==> src/core/uart_regs.svh <==
`ifndef UART_REGS_SVH
`define UART_REGS_SVH

// ----------------------------------------------------------------
// register offsets on the plain register port
// ----------------------------------------------------------------
`define UART_ADDR_STATUS  3'h0
`define UART_ADDR_TXBYTE  3'h1
`define UART_ADDR_RXBYTE  3'h2
`define UART_ADDR_FORMAT  3'h3
`define UART_ADDR_CONTROL 3'h4

// ----------------------------------------------------------------
// line_status_register bit positions
// ----------------------------------------------------------------
`define ST_TX_EMPTY  0
`define ST_RX_AVAIL  1
`define ST_TX_BUSY   2
`define ST_RX_FULL   3
`define ST_OVERRUN   4
`define ST_PAR_ERR   5
`define ST_FRM_ERR   6
`define ST_TX_DONE   7

// ----------------------------------------------------------------
// frame_format_register and line_control_register bit positions
// ----------------------------------------------------------------
`define FMT_STOP_LEN 0
`define FMT_PAR_ODD  1
`define FMT_PAR_EN   2
`define FMT_CHAR_LEN 3
`define CTL_ENABLE   0
`define CTL_RX_THR   1

// ----------------------------------------------------------------
// reset values
// ----------------------------------------------------------------
`define UART_FORMAT_RESET  4'h0
`define UART_CONTROL_RESET 2'h0
`define UART_ENABLE_RESET  1'b0
`define UART_THRESH_RESET  1'b0

// ----------------------------------------------------------------
// timing counts in oversample ticks and clock cycles
// ----------------------------------------------------------------
`define UART_TICK_LAST  4'hf
`define UART_TICK_MID   4'h7
`define UART_TICK16_DIV 8'h05

`endif

==> src/core/uart_pkg.sv <==
package uart_pkg;

  // ----------------------------------------------------------------
  // state types
  // ----------------------------------------------------------------
  typedef enum logic [4:0] {
    TX_IDLE   = 5'b00001,
    TX_START  = 5'b00010,
    TX_DATA   = 5'b00100,
    TX_PARITY = 5'b01000,
    TX_STOP   = 5'b10000
  } tx_state_type;

  typedef enum logic [4:0] {
    RX_IDLE   = 5'b00001,
    RX_START  = 5'b00010,
    RX_DATA   = 5'b00100,
    RX_PARITY = 5'b01000,
    RX_STOP   = 5'b10000
  } rx_state_type;

  // parity of a byte: 1 when it holds an odd number of ones
  function automatic logic ones_odd(input logic [7:0] data);
    return ^data;
  endfunction

endpackage

==> src/core/uart_rx_frame.sv <==
`include "uart_regs.svh"

// receive framing: start detect, data, parity and first stop sample
module uart_rx_frame (
  input  wire logic       i_clk,
  input  wire logic       i_arst_n,
  input  wire logic       i_tick16,   // oversample enable
  input  wire logic       i_enable,   // transfer enable
  input  wire logic       i_rxd,      // synchronised line level
  input  wire logic       i_eight,    // 8-bit characters
  input  wire logic       i_par_en,   // parity present
  input  wire logic       i_par_odd,  // odd sense
  output logic            o_done,     // one-cycle pulse, frame complete
  output logic [7:0]      o_data,     // received byte
  output logic            o_par_err,  // parity mismatch for o_data
  output logic            o_frm_err   // first stop bit was low
);

  uart_pkg::rx_state_type state_q;    // framing state
  logic [3:0]             phase_q;    // oversample phase in the bit
  logic [2:0]             idx_q;      // next data bit index
  logic [7:0]             shift_q;    // receive shift register
  logic                   perr_q;     // parity result
  logic                   ferr_q;     // stop result
  logic                   done_q;     // completion pulse
  logic                   armed_q;    // line seen idle since the last frame

  wire [2:0] last_idx = i_eight ? 3'h7 : 3'h6;
  wire       bit_mid  = (phase_q == `UART_TICK_LAST);

  // ----------------------------------------------------------------
  // framing sequencer, samples one tick per bit centre
  // ----------------------------------------------------------------
  always_ff @(posedge i_clk or negedge i_arst_n) begin
    if (!i_arst_n) begin
      state_q <= uart_pkg::RX_IDLE;
      phase_q <= 4'h0;
      idx_q   <= 3'h0;
      shift_q <= 8'h00;
      perr_q  <= 1'b0;
      ferr_q  <= 1'b0;
      done_q  <= 1'b0;
      armed_q <= 1'b0;
    end else begin
      done_q <= 1'b0;
      if (!i_enable) begin
        state_q <= uart_pkg::RX_IDLE;
      end else if (i_tick16) begin
        phase_q <= phase_q + 4'h1;
        case (state_q)
          uart_pkg::RX_IDLE: begin
            // low level starts a frame once the line was idle
            // a low first stop bit must not read as the next start
            if (!i_rxd && armed_q) begin
              state_q <= uart_pkg::RX_START;
              phase_q <= 4'h1;
              armed_q <= 1'b0;
            end else if (i_rxd) begin
              armed_q <= 1'b1;
            end
          end
          uart_pkg::RX_START: begin
            // recheck at the bit centre so a glitch is not a start
            if (phase_q == `UART_TICK_MID) begin
              state_q <= i_rxd ? uart_pkg::RX_IDLE : uart_pkg::RX_DATA;
              phase_q <= 4'h0;
              idx_q   <= 3'h0;
              shift_q <= 8'h00;
              perr_q  <= 1'b0;
            end
          end
          uart_pkg::RX_DATA: begin
            if (bit_mid) begin
              shift_q[idx_q] <= i_rxd;  // first bit lands in the lsb
              idx_q          <= idx_q + 3'h1;
              if (idx_q == last_idx) begin
                state_q <= i_par_en ? uart_pkg::RX_PARITY : uart_pkg::RX_STOP;
              end
            end
          end
          uart_pkg::RX_PARITY: begin
            if (bit_mid) begin
              // bit right after the msb is checked
              perr_q  <= uart_pkg::ones_odd(shift_q) ^ i_rxd ^ i_par_odd;
              state_q <= uart_pkg::RX_STOP;
            end
          end
          uart_pkg::RX_STOP: begin
            if (bit_mid) begin
              ferr_q  <= !i_rxd;          // only the first stop bit
              done_q  <= 1'b1;
              state_q <= uart_pkg::RX_IDLE;
            end
          end
          default: state_q <= uart_pkg::RX_IDLE;
        endcase
      end
    end
  end

  assign o_done    = done_q;
  assign o_data    = shift_q;
  assign o_par_err = perr_q;
  assign o_frm_err = ferr_q;

endmodule

==> src/core/uart_core.sv <==
`include "uart_regs.svh"

module uart_core #(
  parameter logic [7:0] TICK16_DIV = `UART_TICK16_DIV  // clocks per oversample tick
) (
  input  wire logic       i_clk,
  input  wire logic       i_arst_n,
  input  wire logic [2:0] i_addr,       // register offset
  input  wire logic [7:0] i_wdata,      // write data
  input  wire logic       i_wr,         // write strobe
  input  wire logic       i_rd,         // read strobe
  output logic      [7:0] o_rdata,      // read data, cycle after i_rd
  input  wire logic       i_serial_in,  // receive pin, asynchronous
  output logic            o_serial_out_pin,
  output logic            o_rx_level    // queue full with rx_irq_threshold_bit set, else queue not empty
);

  // ----------------------------------------------------------------
  // register port decode
  // ----------------------------------------------------------------
  wire wr_status  = i_wr && (i_addr == `UART_ADDR_STATUS);
  wire wr_txbyte  = i_wr && (i_addr == `UART_ADDR_TXBYTE);
  wire wr_format  = i_wr && (i_addr == `UART_ADDR_FORMAT);
  wire wr_control = i_wr && (i_addr == `UART_ADDR_CONTROL);
  wire rd_rxbyte  = i_rd && (i_addr == `UART_ADDR_RXBYTE);

  // ----------------------------------------------------------------
  // control and format state
  // ----------------------------------------------------------------
  logic       en_q;        // transfer_enable_bit
  logic       rx_irq_threshold_bit_q;      // rx_irq_threshold_bit
  logic [3:0] fmt_q;       // frame_format_register

  wire eight     = fmt_q[`FMT_CHAR_LEN];  // char_length_bit
  wire par_en    = fmt_q[`FMT_PAR_EN];    // parity_enable_bit
  wire par_odd   = fmt_q[`FMT_PAR_ODD];   // parity_sense_bit
  wire two_stop  = fmt_q[`FMT_STOP_LEN];  // stop_length_bit
  wire en_d      = wr_control ? i_wdata[`CTL_ENABLE] : en_q;
  wire rx_irq_threshold_bit_d    = wr_control ? i_wdata[`CTL_RX_THR] : rx_irq_threshold_bit_q;
  wire flush     = wr_control && !i_wdata[`CTL_ENABLE];

  // settings are plain storage; software changes them while disabled
  always_ff @(posedge i_clk or negedge i_arst_n) begin
    if (!i_arst_n) begin
      en_q   <= `UART_ENABLE_RESET;
      rx_irq_threshold_bit_q <= `UART_THRESH_RESET;
      fmt_q  <= `UART_FORMAT_RESET;
    end else begin
      en_q   <= en_d;
      rx_irq_threshold_bit_q <= rx_irq_threshold_bit_d;
      if (wr_format) begin
        fmt_q <= i_wdata[3:0];
      end
    end
  end

  // ----------------------------------------------------------------
  // oversample enable divider and transmit bit phase
  // ----------------------------------------------------------------
  logic [7:0] div_q;       // clock divider
  logic       tick16_q;    // one-cycle oversample enable
  logic [3:0] phase16_q;   // ticks within one transmit bit

  wire bit_tick = tick16_q && (phase16_q == `UART_TICK_LAST);

  // the divider free-runs so the bit grid never depends on traffic
  always_ff @(posedge i_clk or negedge i_arst_n) begin
    if (!i_arst_n) begin
      div_q     <= 8'h00;
      tick16_q  <= 1'b0;
      phase16_q <= 4'h0;
    end else begin
      tick16_q <= (div_q == TICK16_DIV - 8'h01);
      div_q    <= (div_q == TICK16_DIV - 8'h01) ? 8'h00 : div_q + 8'h01;
      if (tick16_q) begin
        phase16_q <= phase16_q + 4'h1;
      end
    end
  end

  // ----------------------------------------------------------------
  // transmit buffer and shifter
  // ----------------------------------------------------------------
  uart_pkg::tx_state_type tx_state_q;  // transmit sequencer
  logic [7:0] buf_q;       // one-byte transmit buffer
  logic       tx_buffer_empty_flag_q;      // tx_buffer_empty_flag
  logic       tx_shift_busy_flag_q;      // tx_shift_busy_flag
  logic       tx_done_flag_q;      // tx_done_flag
  logic [7:0] tx_shift_q;  // transmit shift register
  logic [2:0] tx_idx_q;    // data bit or stop bit count
  logic       tx_par_q;    // parity bit for this frame
  logic       serial_q;    // serial_out_pin level

  wire [2:0] last_idx = eight ? 3'h7 : 3'h6;
  wire [2:0] n_stop   = two_stop ? 3'h2 : 3'h1;
  wire [7:0] buf_data = eight ? buf_q : {1'b0, buf_q[6:0]};
  wire tx_load  = en_q && !tx_buffer_empty_flag_q && (tx_state_q == uart_pkg::TX_IDLE);
  wire tx_end   = (tx_state_q == uart_pkg::TX_STOP) && bit_tick && (tx_idx_q == n_stop);
  wire tx_shift_busy_flag_clr = tx_shift_busy_flag_q && (tx_end || !en_q);
  wire clr_tx_done_flag = wr_status && i_wdata[`ST_TX_DONE];

  // buffer flags; a write beside a load keeps the new byte waiting
  always_ff @(posedge i_clk or negedge i_arst_n) begin
    if (!i_arst_n) begin
      buf_q  <= 8'h00;
      tx_buffer_empty_flag_q <= 1'b1;
      tx_done_flag_q <= 1'b0;
    end else begin
      if (wr_txbyte) begin
        buf_q <= i_wdata;             // overwrites a waiting byte
      end
      if (flush) begin
        tx_buffer_empty_flag_q <= 1'b1;
      end else if (wr_txbyte) begin
        tx_buffer_empty_flag_q <= 1'b0;
      end else if (tx_load) begin
        tx_buffer_empty_flag_q <= 1'b1;
      end
      if (tx_shift_busy_flag_clr) begin
        tx_done_flag_q <= 1'b1;               // set wins over clear
      end else if (clr_tx_done_flag) begin
        tx_done_flag_q <= 1'b0;
      end
    end
  end

  // frame sequencer: start, data lsb first, parity, stop bits
  always_ff @(posedge i_clk or negedge i_arst_n) begin
    if (!i_arst_n) begin
      tx_state_q <= uart_pkg::TX_IDLE;
      tx_shift_busy_flag_q     <= 1'b0;
      tx_shift_q <= 8'h00;
      tx_idx_q   <= 3'h0;
      tx_par_q   <= 1'b0;
      serial_q   <= 1'b1;
    end else if (!en_q) begin
      // disabling abandons a frame in flight; the line returns idle
      tx_state_q <= uart_pkg::TX_IDLE;
      tx_shift_busy_flag_q     <= 1'b0;
      serial_q   <= 1'b1;
    end else begin
      case (tx_state_q)
        uart_pkg::TX_IDLE: begin
          if (tx_load) begin
            tx_shift_q <= buf_data;
            tx_par_q   <= uart_pkg::ones_odd(buf_data) ^ par_odd;
            tx_shift_busy_flag_q     <= 1'b1;
            tx_state_q <= uart_pkg::TX_START;
          end
        end
        uart_pkg::TX_START: begin
          if (bit_tick) begin
            serial_q   <= 1'b0;       // start bit
            tx_idx_q   <= 3'h0;
            tx_state_q <= uart_pkg::TX_DATA;
          end
        end
        uart_pkg::TX_DATA: begin
          if (bit_tick) begin
            serial_q <= tx_shift_q[tx_idx_q];
            tx_idx_q <= tx_idx_q + 3'h1;
            if (tx_idx_q == last_idx) begin
              tx_state_q <= par_en ? uart_pkg::TX_PARITY : uart_pkg::TX_STOP;
              tx_idx_q   <= 3'h0;
            end
          end
        end
        uart_pkg::TX_PARITY: begin
          if (bit_tick) begin
            serial_q   <= tx_par_q;
            tx_state_q <= uart_pkg::TX_STOP;
          end
        end
        uart_pkg::TX_STOP: begin
          if (bit_tick) begin
            serial_q <= 1'b1;
            tx_idx_q <= tx_idx_q + 3'h1;
            if (tx_idx_q == n_stop) begin
              tx_shift_busy_flag_q     <= 1'b0;
              tx_state_q <= uart_pkg::TX_IDLE;
            end
          end
        end
        default: tx_state_q <= uart_pkg::TX_IDLE;
      endcase
    end
  end

  // ----------------------------------------------------------------
  // receive pin synchroniser and framing
  // ----------------------------------------------------------------
  logic       rx_meta_q;   // first stage, read only by rx_sync_q
  logic       rx_sync_q;   // synchronised line
  logic       rx_done;
  logic [7:0] rx_data;
  logic       rx_perr;
  logic       rx_ferr;

  always_ff @(posedge i_clk or negedge i_arst_n) begin
    if (!i_arst_n) begin
      rx_meta_q <= 1'b1;
      rx_sync_q <= 1'b1;
    end else begin
      rx_meta_q <= i_serial_in;
      rx_sync_q <= rx_meta_q;
    end
  end

  uart_rx_frame u_rx (
    .i_clk     (i_clk),
    .i_arst_n  (i_arst_n),
    .i_tick16  (tick16_q),
    .i_enable  (en_q),
    .i_rxd     (rx_sync_q),
    .i_eight   (eight),
    .i_par_en  (par_en),
    .i_par_odd (par_odd),
    .o_done    (rx_done),
    .o_data    (rx_data),
    .o_par_err (rx_perr),
    .o_frm_err (rx_ferr)
  );

  // ----------------------------------------------------------------
  // two-entry receive queue and error flags
  // ----------------------------------------------------------------
  logic [7:0] mem_q [0:1]; // queue storage
  logic       rptr_q;      // oldest entry
  logic [1:0] cnt_q;       // entries held
  logic       perr_q;      // parity_error_flag
  logic       ferr_q;      // framing_error_flag
  logic       oerr_q;      // overrun_flag
  logic [7:0] rdata_q;     // read data register
  logic       level_q;     // queue full with rx_irq_threshold_bit set, else queue not empty

  wire       pop     = rd_rxbyte && (cnt_q != 2'h0);
  wire       accept  = rx_done && ((cnt_q != 2'h2) || pop);
  wire       ovr_set = rx_done && !accept;
  wire       wr_idx  = rptr_q ^ cnt_q[0];
  wire [1:0] cnt_d   = cnt_q + {1'b0, accept} - {1'b0, pop};
  wire       level_d = rx_irq_threshold_bit_d ? (cnt_d == 2'h2) : (cnt_d != 2'h0);
  wire [7:0] status  = {tx_done_flag_q, ferr_q, perr_q, oerr_q,
                        cnt_q == 2'h2, tx_shift_busy_flag_q, cnt_q != 2'h0, tx_buffer_empty_flag_q};
  wire [7:0] rd_mux  = (i_addr == `UART_ADDR_STATUS)  ? status :
                       (i_addr == `UART_ADDR_RXBYTE)  ? mem_q[rptr_q] :
                       (i_addr == `UART_ADDR_FORMAT)  ? {4'h0, fmt_q} :
                       (i_addr == `UART_ADDR_CONTROL) ? {6'h00, rx_irq_threshold_bit_q, en_q} : 8'h00;

  // queue pointers; an empty read leaves them alone
  always_ff @(posedge i_clk or negedge i_arst_n) begin
    if (!i_arst_n) begin
      mem_q[0] <= 8'h00;
      mem_q[1] <= 8'h00;
      rptr_q   <= 1'b0;
      cnt_q    <= 2'h0;
    end else begin
      if (accept) begin
        mem_q[wr_idx] <= rx_data;
      end
      if (pop) begin
        rptr_q <= !rptr_q;
      end
      cnt_q <= cnt_d;
    end
  end

  // sticky errors; a new event beats a same-cycle clear
  always_ff @(posedge i_clk or negedge i_arst_n) begin
    if (!i_arst_n) begin
      perr_q <= 1'b0;
      ferr_q <= 1'b0;
      oerr_q <= 1'b0;
    end else begin
      perr_q <= (rx_done && rx_perr) ||
                (perr_q && !(wr_status && i_wdata[`ST_PAR_ERR]));
      ferr_q <= (rx_done && rx_ferr) ||
                (ferr_q && !(wr_status && i_wdata[`ST_FRM_ERR]));
      oerr_q <= ovr_set ||
                (oerr_q && !(wr_status && i_wdata[`ST_OVERRUN]));
    end
  end

  // read data and condition output, both registered
  always_ff @(posedge i_clk or negedge i_arst_n) begin
    if (!i_arst_n) begin
      rdata_q <= 8'h00;
      level_q <= 1'b0;
    end else begin
      rdata_q <= i_rd ? rd_mux : 8'h00;
      level_q <= level_d;
    end
  end

  assign o_rdata          = rdata_q;
  assign o_serial_out_pin = serial_q;
  assign o_rx_level       = level_q;
endmodule

==> config.mk <==
export PLATFORM = sky130hd
export DESIGN_NAME = uart_core
export DESIGN_NICKNAME = d
export VERILOG_FILES = /design/src/core/uart_pkg.sv /design/src/core/uart_rx_frame.sv /design/src/core/uart_core.sv
export VERILOG_INCLUDE_DIRS = /design/src /design/src/core
export SDC_FILE = /design/constraint.sdc
export NUM_CORES = 1
export LEC_CHECK = 0
export BUFFER_PORTS_ARGS = -buffer_cell sky130_fd_sc_hd__buf_2
export CORE_MARGIN = 3
export CORE_UTILIZATION = 25
export DETAILED_ROUTE_END_ITERATION = 10
export HOLD_SLACK_MARGIN = 0.02
export PLACE_DENSITY_LB_ADDON = 0.25
export SYNTH_ARGS = -nofsm -noshare
export SYNTH_HDL_FRONTEND = slang
export SYNTH_SLANG_ARGS = --single-unit
==> constraint.sdc <==
create_clock -name i_clk -period 2.72 [get_ports i_clk]
set_input_delay 0.544 -clock i_clk [delete_from_list [all_inputs] [get_ports i_clk]]
set_output_delay 0.544 -clock i_clk [all_outputs]
set_load 0.05 [all_outputs]
==> summary.md <==
| Metric | Value |
|---|---|
| Run status | finished clean |
| Most numerous cell types in the synthesized netlist | sky130_fd_sc_hd__dfrtp_1 (99), sky130_fd_sc_hd__mux2_2 (44), sky130_fd_sc_hd__nand2_1 (44) |
| Number of synthesized register bits | 105 |
| Reg-to-reg critical path startpoint | tx_state_q[3] |
| Endpoint kind of the worst setup timing path | flop |
| Synthesized cell area | approximately 0.0055 mm^2 |
| CTS Buf Count | 9 |
| Final count of pins violating max slew | 0 |
| Data required time at the worst endpoint | slightly below 3 ns |
| Wire length of the first global-routing pass | approximately 21 mm |
| Number of placed I/O pins | 26 |
| FMAX | around 0.47 GHz |
| Met3 WL | 459 um |
| Number of violations reported at the end of detailed-routing iteration 0 | 196 |
| Final worst clock skew | just under 0.01 ns |
| Critical path class | reg2reg |
| Leakage power summed over all cells | 2.64 nW |
| Worst R2R End | tx_par_q |
| Die outline width | 154 um |
| Top routing layer in use | met4 |
| Synth Area per Inst | between 10 and 15 um^2 |
| Root buffer cell | sky130_fd_sc_hd__clkbuf_16 |
| Worst r2r path cells | 4 |
| Fin. Hold Viols | 0 |
| Critical Path Fanout Max | 13 |
| Sum of overflow across all layers after global routing | 0 |
| Peak supply drop | about 280 uV |
| Syn. warnings | 0 |
| Post-synth EDFFs | 0 |
| Dominant combinational cell family by area after synthesis | simple AND/OR/NAND/NOR gates |
| Number of global-route vias before repair | between 3000 and 4000 |
| Cell types occupying the most area after synthesis | sky130_fd_sc_hd__dfrtp_1 (45%), sky130_fd_sc_hd__mux2_2 (9.0%), sky130_fd_sc_hd__xnor2_1 (3.8%) |
| Kind of path behind the tightest hold check | in2async |
| Buffer levels on the longest clock path | 2 |
| Number of buffers inserted to repair setup after CTS | 0 |
| Finished Cell Area | 0.00621 mm^2 |
| Clock latency reported for the late side of the worst-skew pair | roughly 0.36 ns |
| Met2 routed wirelength | roughly 5.7 mm |
| DR DRC count | 0 |
| Pin count of the biggest net entering global routing | 55 |
| Worst setup path startpoint | tx_state_q[3] |
| Dpl hpwl | a little under 9 mm |
| Post-synthesis share of cell area spent on full adders, half adders and majority gates | 0.0183 |
| Clock tree sinks | ~110 |
| Layout Area Growth over Synthesis | 13.4% |
| Setup slack, reg-to-reg | ~0.57 ns |
| H-tree levels | 3 |
| Total iterations of the first detailed-routing run | 4 |
| Post-synthesis share of cell area spent on and, or, nand and nor gates | 0.155 |
| Max cap viols | 0 |
| Sum of negative setup slack | 0 ns |
| Standard-cell rows | 53 |
| Share of async-settable or async-resettable flops after synthesis | 1.00 |
| Worst Tran Pin Value | approximately 0.83 ns |
| Share of the clock period used by the worst path after layout | 0.790 |
| Synthesized netlist cell count | between 500 and 600 |
| Worst-path clk slew | ~0.070 ns |
| Number of antenna violations at the first check in global routing | 0 |
| Placed cell areas | around 0.0059 mm^2 |
| Hold_buf cts | 0 |
| Cell count after placement | 790 |
| Post-synthesis mux area share | 0.122 |
| Power Density | between 600 and 700 mW/mm^2 |
| Arrival time of data at the critical path endpoint | between 2 and 2.5 ns |
| Number of cells in the finished layout apart from fillers | ~810 |
| Routability cong. | between 0.7 and 0.8 |
| Cell taking the most area after synthesis | sky130_fd_sc_hd__dfrtp_1 |
| Slew headroom | 0.441 |
| Initial standard-cell utilization of the core | 0.257 |
| Residual antenna-violating net count after detailed routing | 0 |
| Clock period minus worst slack | around 2.1 ns |
| Synth unique cells | 73 |
| Wire length the detailed router placed on met1 | just under 6 mm |
| Routed WL per cell | between 15 and 20 um |
| GRT Overall Usage | 0.109 |
| Sequential fraction of the synthesis area | 0.481 |
| Most frequently used cell type in the post-synthesis netlist | sky130_fd_sc_hd__dfrtp_1 |
| Area of the placeable core | around 0.021 mm^2 |
| Compound-gate portion of the synthesized area | 0.127 |
| Resized cells post-CTS | 0 |
| Via density per instance | approximately 4.7 |
| Share of the synthesized area in the top cell type | 0.452 |
| Vias after detailed routing | 3826 |
| Element type at the critical path start | flop |
| Fraction of layout instances using a drive strength above 1 | 0.235 |
| Diode insertion count for antenna repair | 0 |
| Number of port buffers | 25 |
| Clock tree from TritonCTS | done |
| Total nets after synthesis | between 500 and 600 |
| Primary FF master, synth | sky130_fd_sc_hd__dfrtp_1 |
| Utilization after layout | 0.292 |
| Height of the die | roughly 150 um |
| RSZ-0062 raised after global routing | false |
| Die area | approximately 0.024 mm^2 |
| Final setup violation count | 0 |
| Xor/xnor share of the synthesized area | 0.0574 |
| WL final | 12.1 mm |
| Final net count | 550 |
==> flip-flops by register name, indices dropped and copies added (netlist names), 4 cells and up <==
signal	cells
o_rdata	8
tx_shift_q	8
div_q	8
tx_state_q	5
fmt_q	4
mem_q	16
u_rx.state_q	5
phase16_q	4
u_rx.phase_q	4
u_rx.o_data	8
buf_q	8
==> through the flow <==
stage | power, W | worst slack (ns) | hold WS [ns]
after CTS | 0.00427 | 0.561 | 0.261
final | 0.00421 | 0.571 | 0.249
after global placement | 0.00278 | 0.420 | 0.346
after floorplan | 0.00256 | 0.767 | 0.248
after detailed placement | 0.00280 | 0.357 | 0.347
after global routing | 0.00444 | 0.423 | 0.260
==> per-layer routing <==
metal	GRT usage	vias to the layer above
met3	0.0245	14
met4	0.0282	0
met5	0	-
met2	0.172	56
met1	0.151	1927
li1	-	1829
==> worst max-delay path, stage by stage (launching register included) <==
cell,delay [ns]
sky130_fd_sc_hd__dfrtp_1,0.54
sky130_fd_sc_hd__nor3b_1,0.28
sky130_fd_sc_hd__and4_2,0.36
sky130_fd_sc_hd__and2b_1,0.45
sky130_fd_sc_hd__mux2_2,0.39
==> kinds of logic after synthesis <==
| kind of cell | count (synthesis) |
|---|---|
| AOI/OAI and AO/OA | 100 |
| and+or+nand+nor | 158 |
| DFF | 105 |
| muxes | 58 |
| xor gates and xnor gates | 35 |
| adders and majority gates | 8 |
| buffers and inverters | 41 |
==> cell usage in the layout, fill, tap and decap left out, types with 16 or more instances in the layout <==
master,Yosys,final
sky130_fd_sc_hd__dfrtp_1,99,99
sky130_fd_sc_hd__nand2_1,44,44
sky130_fd_sc_hd__mux2_2,44,44
sky130_fd_sc_hd__o21ai_0,34,34
sky130_fd_sc_hd__nor2_1,30,30
sky130_fd_sc_hd__xnor2_1,24,24
sky130_fd_sc_hd__buf_2,7,24
sky130_fd_sc_hd__nand3_1,19,19
sky130_fd_sc_hd__inv_1,17,17
sky130_fd_sc_hd__o21ai_1,16,16
==> power by group <==
part,switching (W),total [W],internal (W)
clock,0.000610,0.00145,0.000842
sequential,0.000229,0.00198,0.00175
combinational,0.000386,0.000778,0.000392
==> how the worst max path moves through the flow <==
| stage | slack (ns) | cells past startpoint | end |
|---|---|---|---|
| global route | 0.42 | 4 | tx_shift_q[2] |
| floorplan | 0.77 | 11 | o_rx_level |
| global placement | 0.42 | 11 | o_rx_level |
| CTS | 0.56 | 4 | tx_par_q |
| detailed placement | 0.36 | 11 | o_rx_level |
| finish | 0.57 | 4 | tx_par_q |
==> cell type report <==
| class | instances | area, um^2 |
|---|---|---|
| Sequential cell | 105 | 2640 |
| Timing Repair Buffer | 34 | 208 |
| Tap cell | 275 | 344 |
| Multi-Input combinational cell | 359 | 2630 |
| Clock inverter | 6 | 93.8 |
| Fill cell | 2159 | 15100 |
| Clock buffer | 10 | 239 |
| Inverter | 17 | 63.8 |
Power figures use the tool's default switching activity.
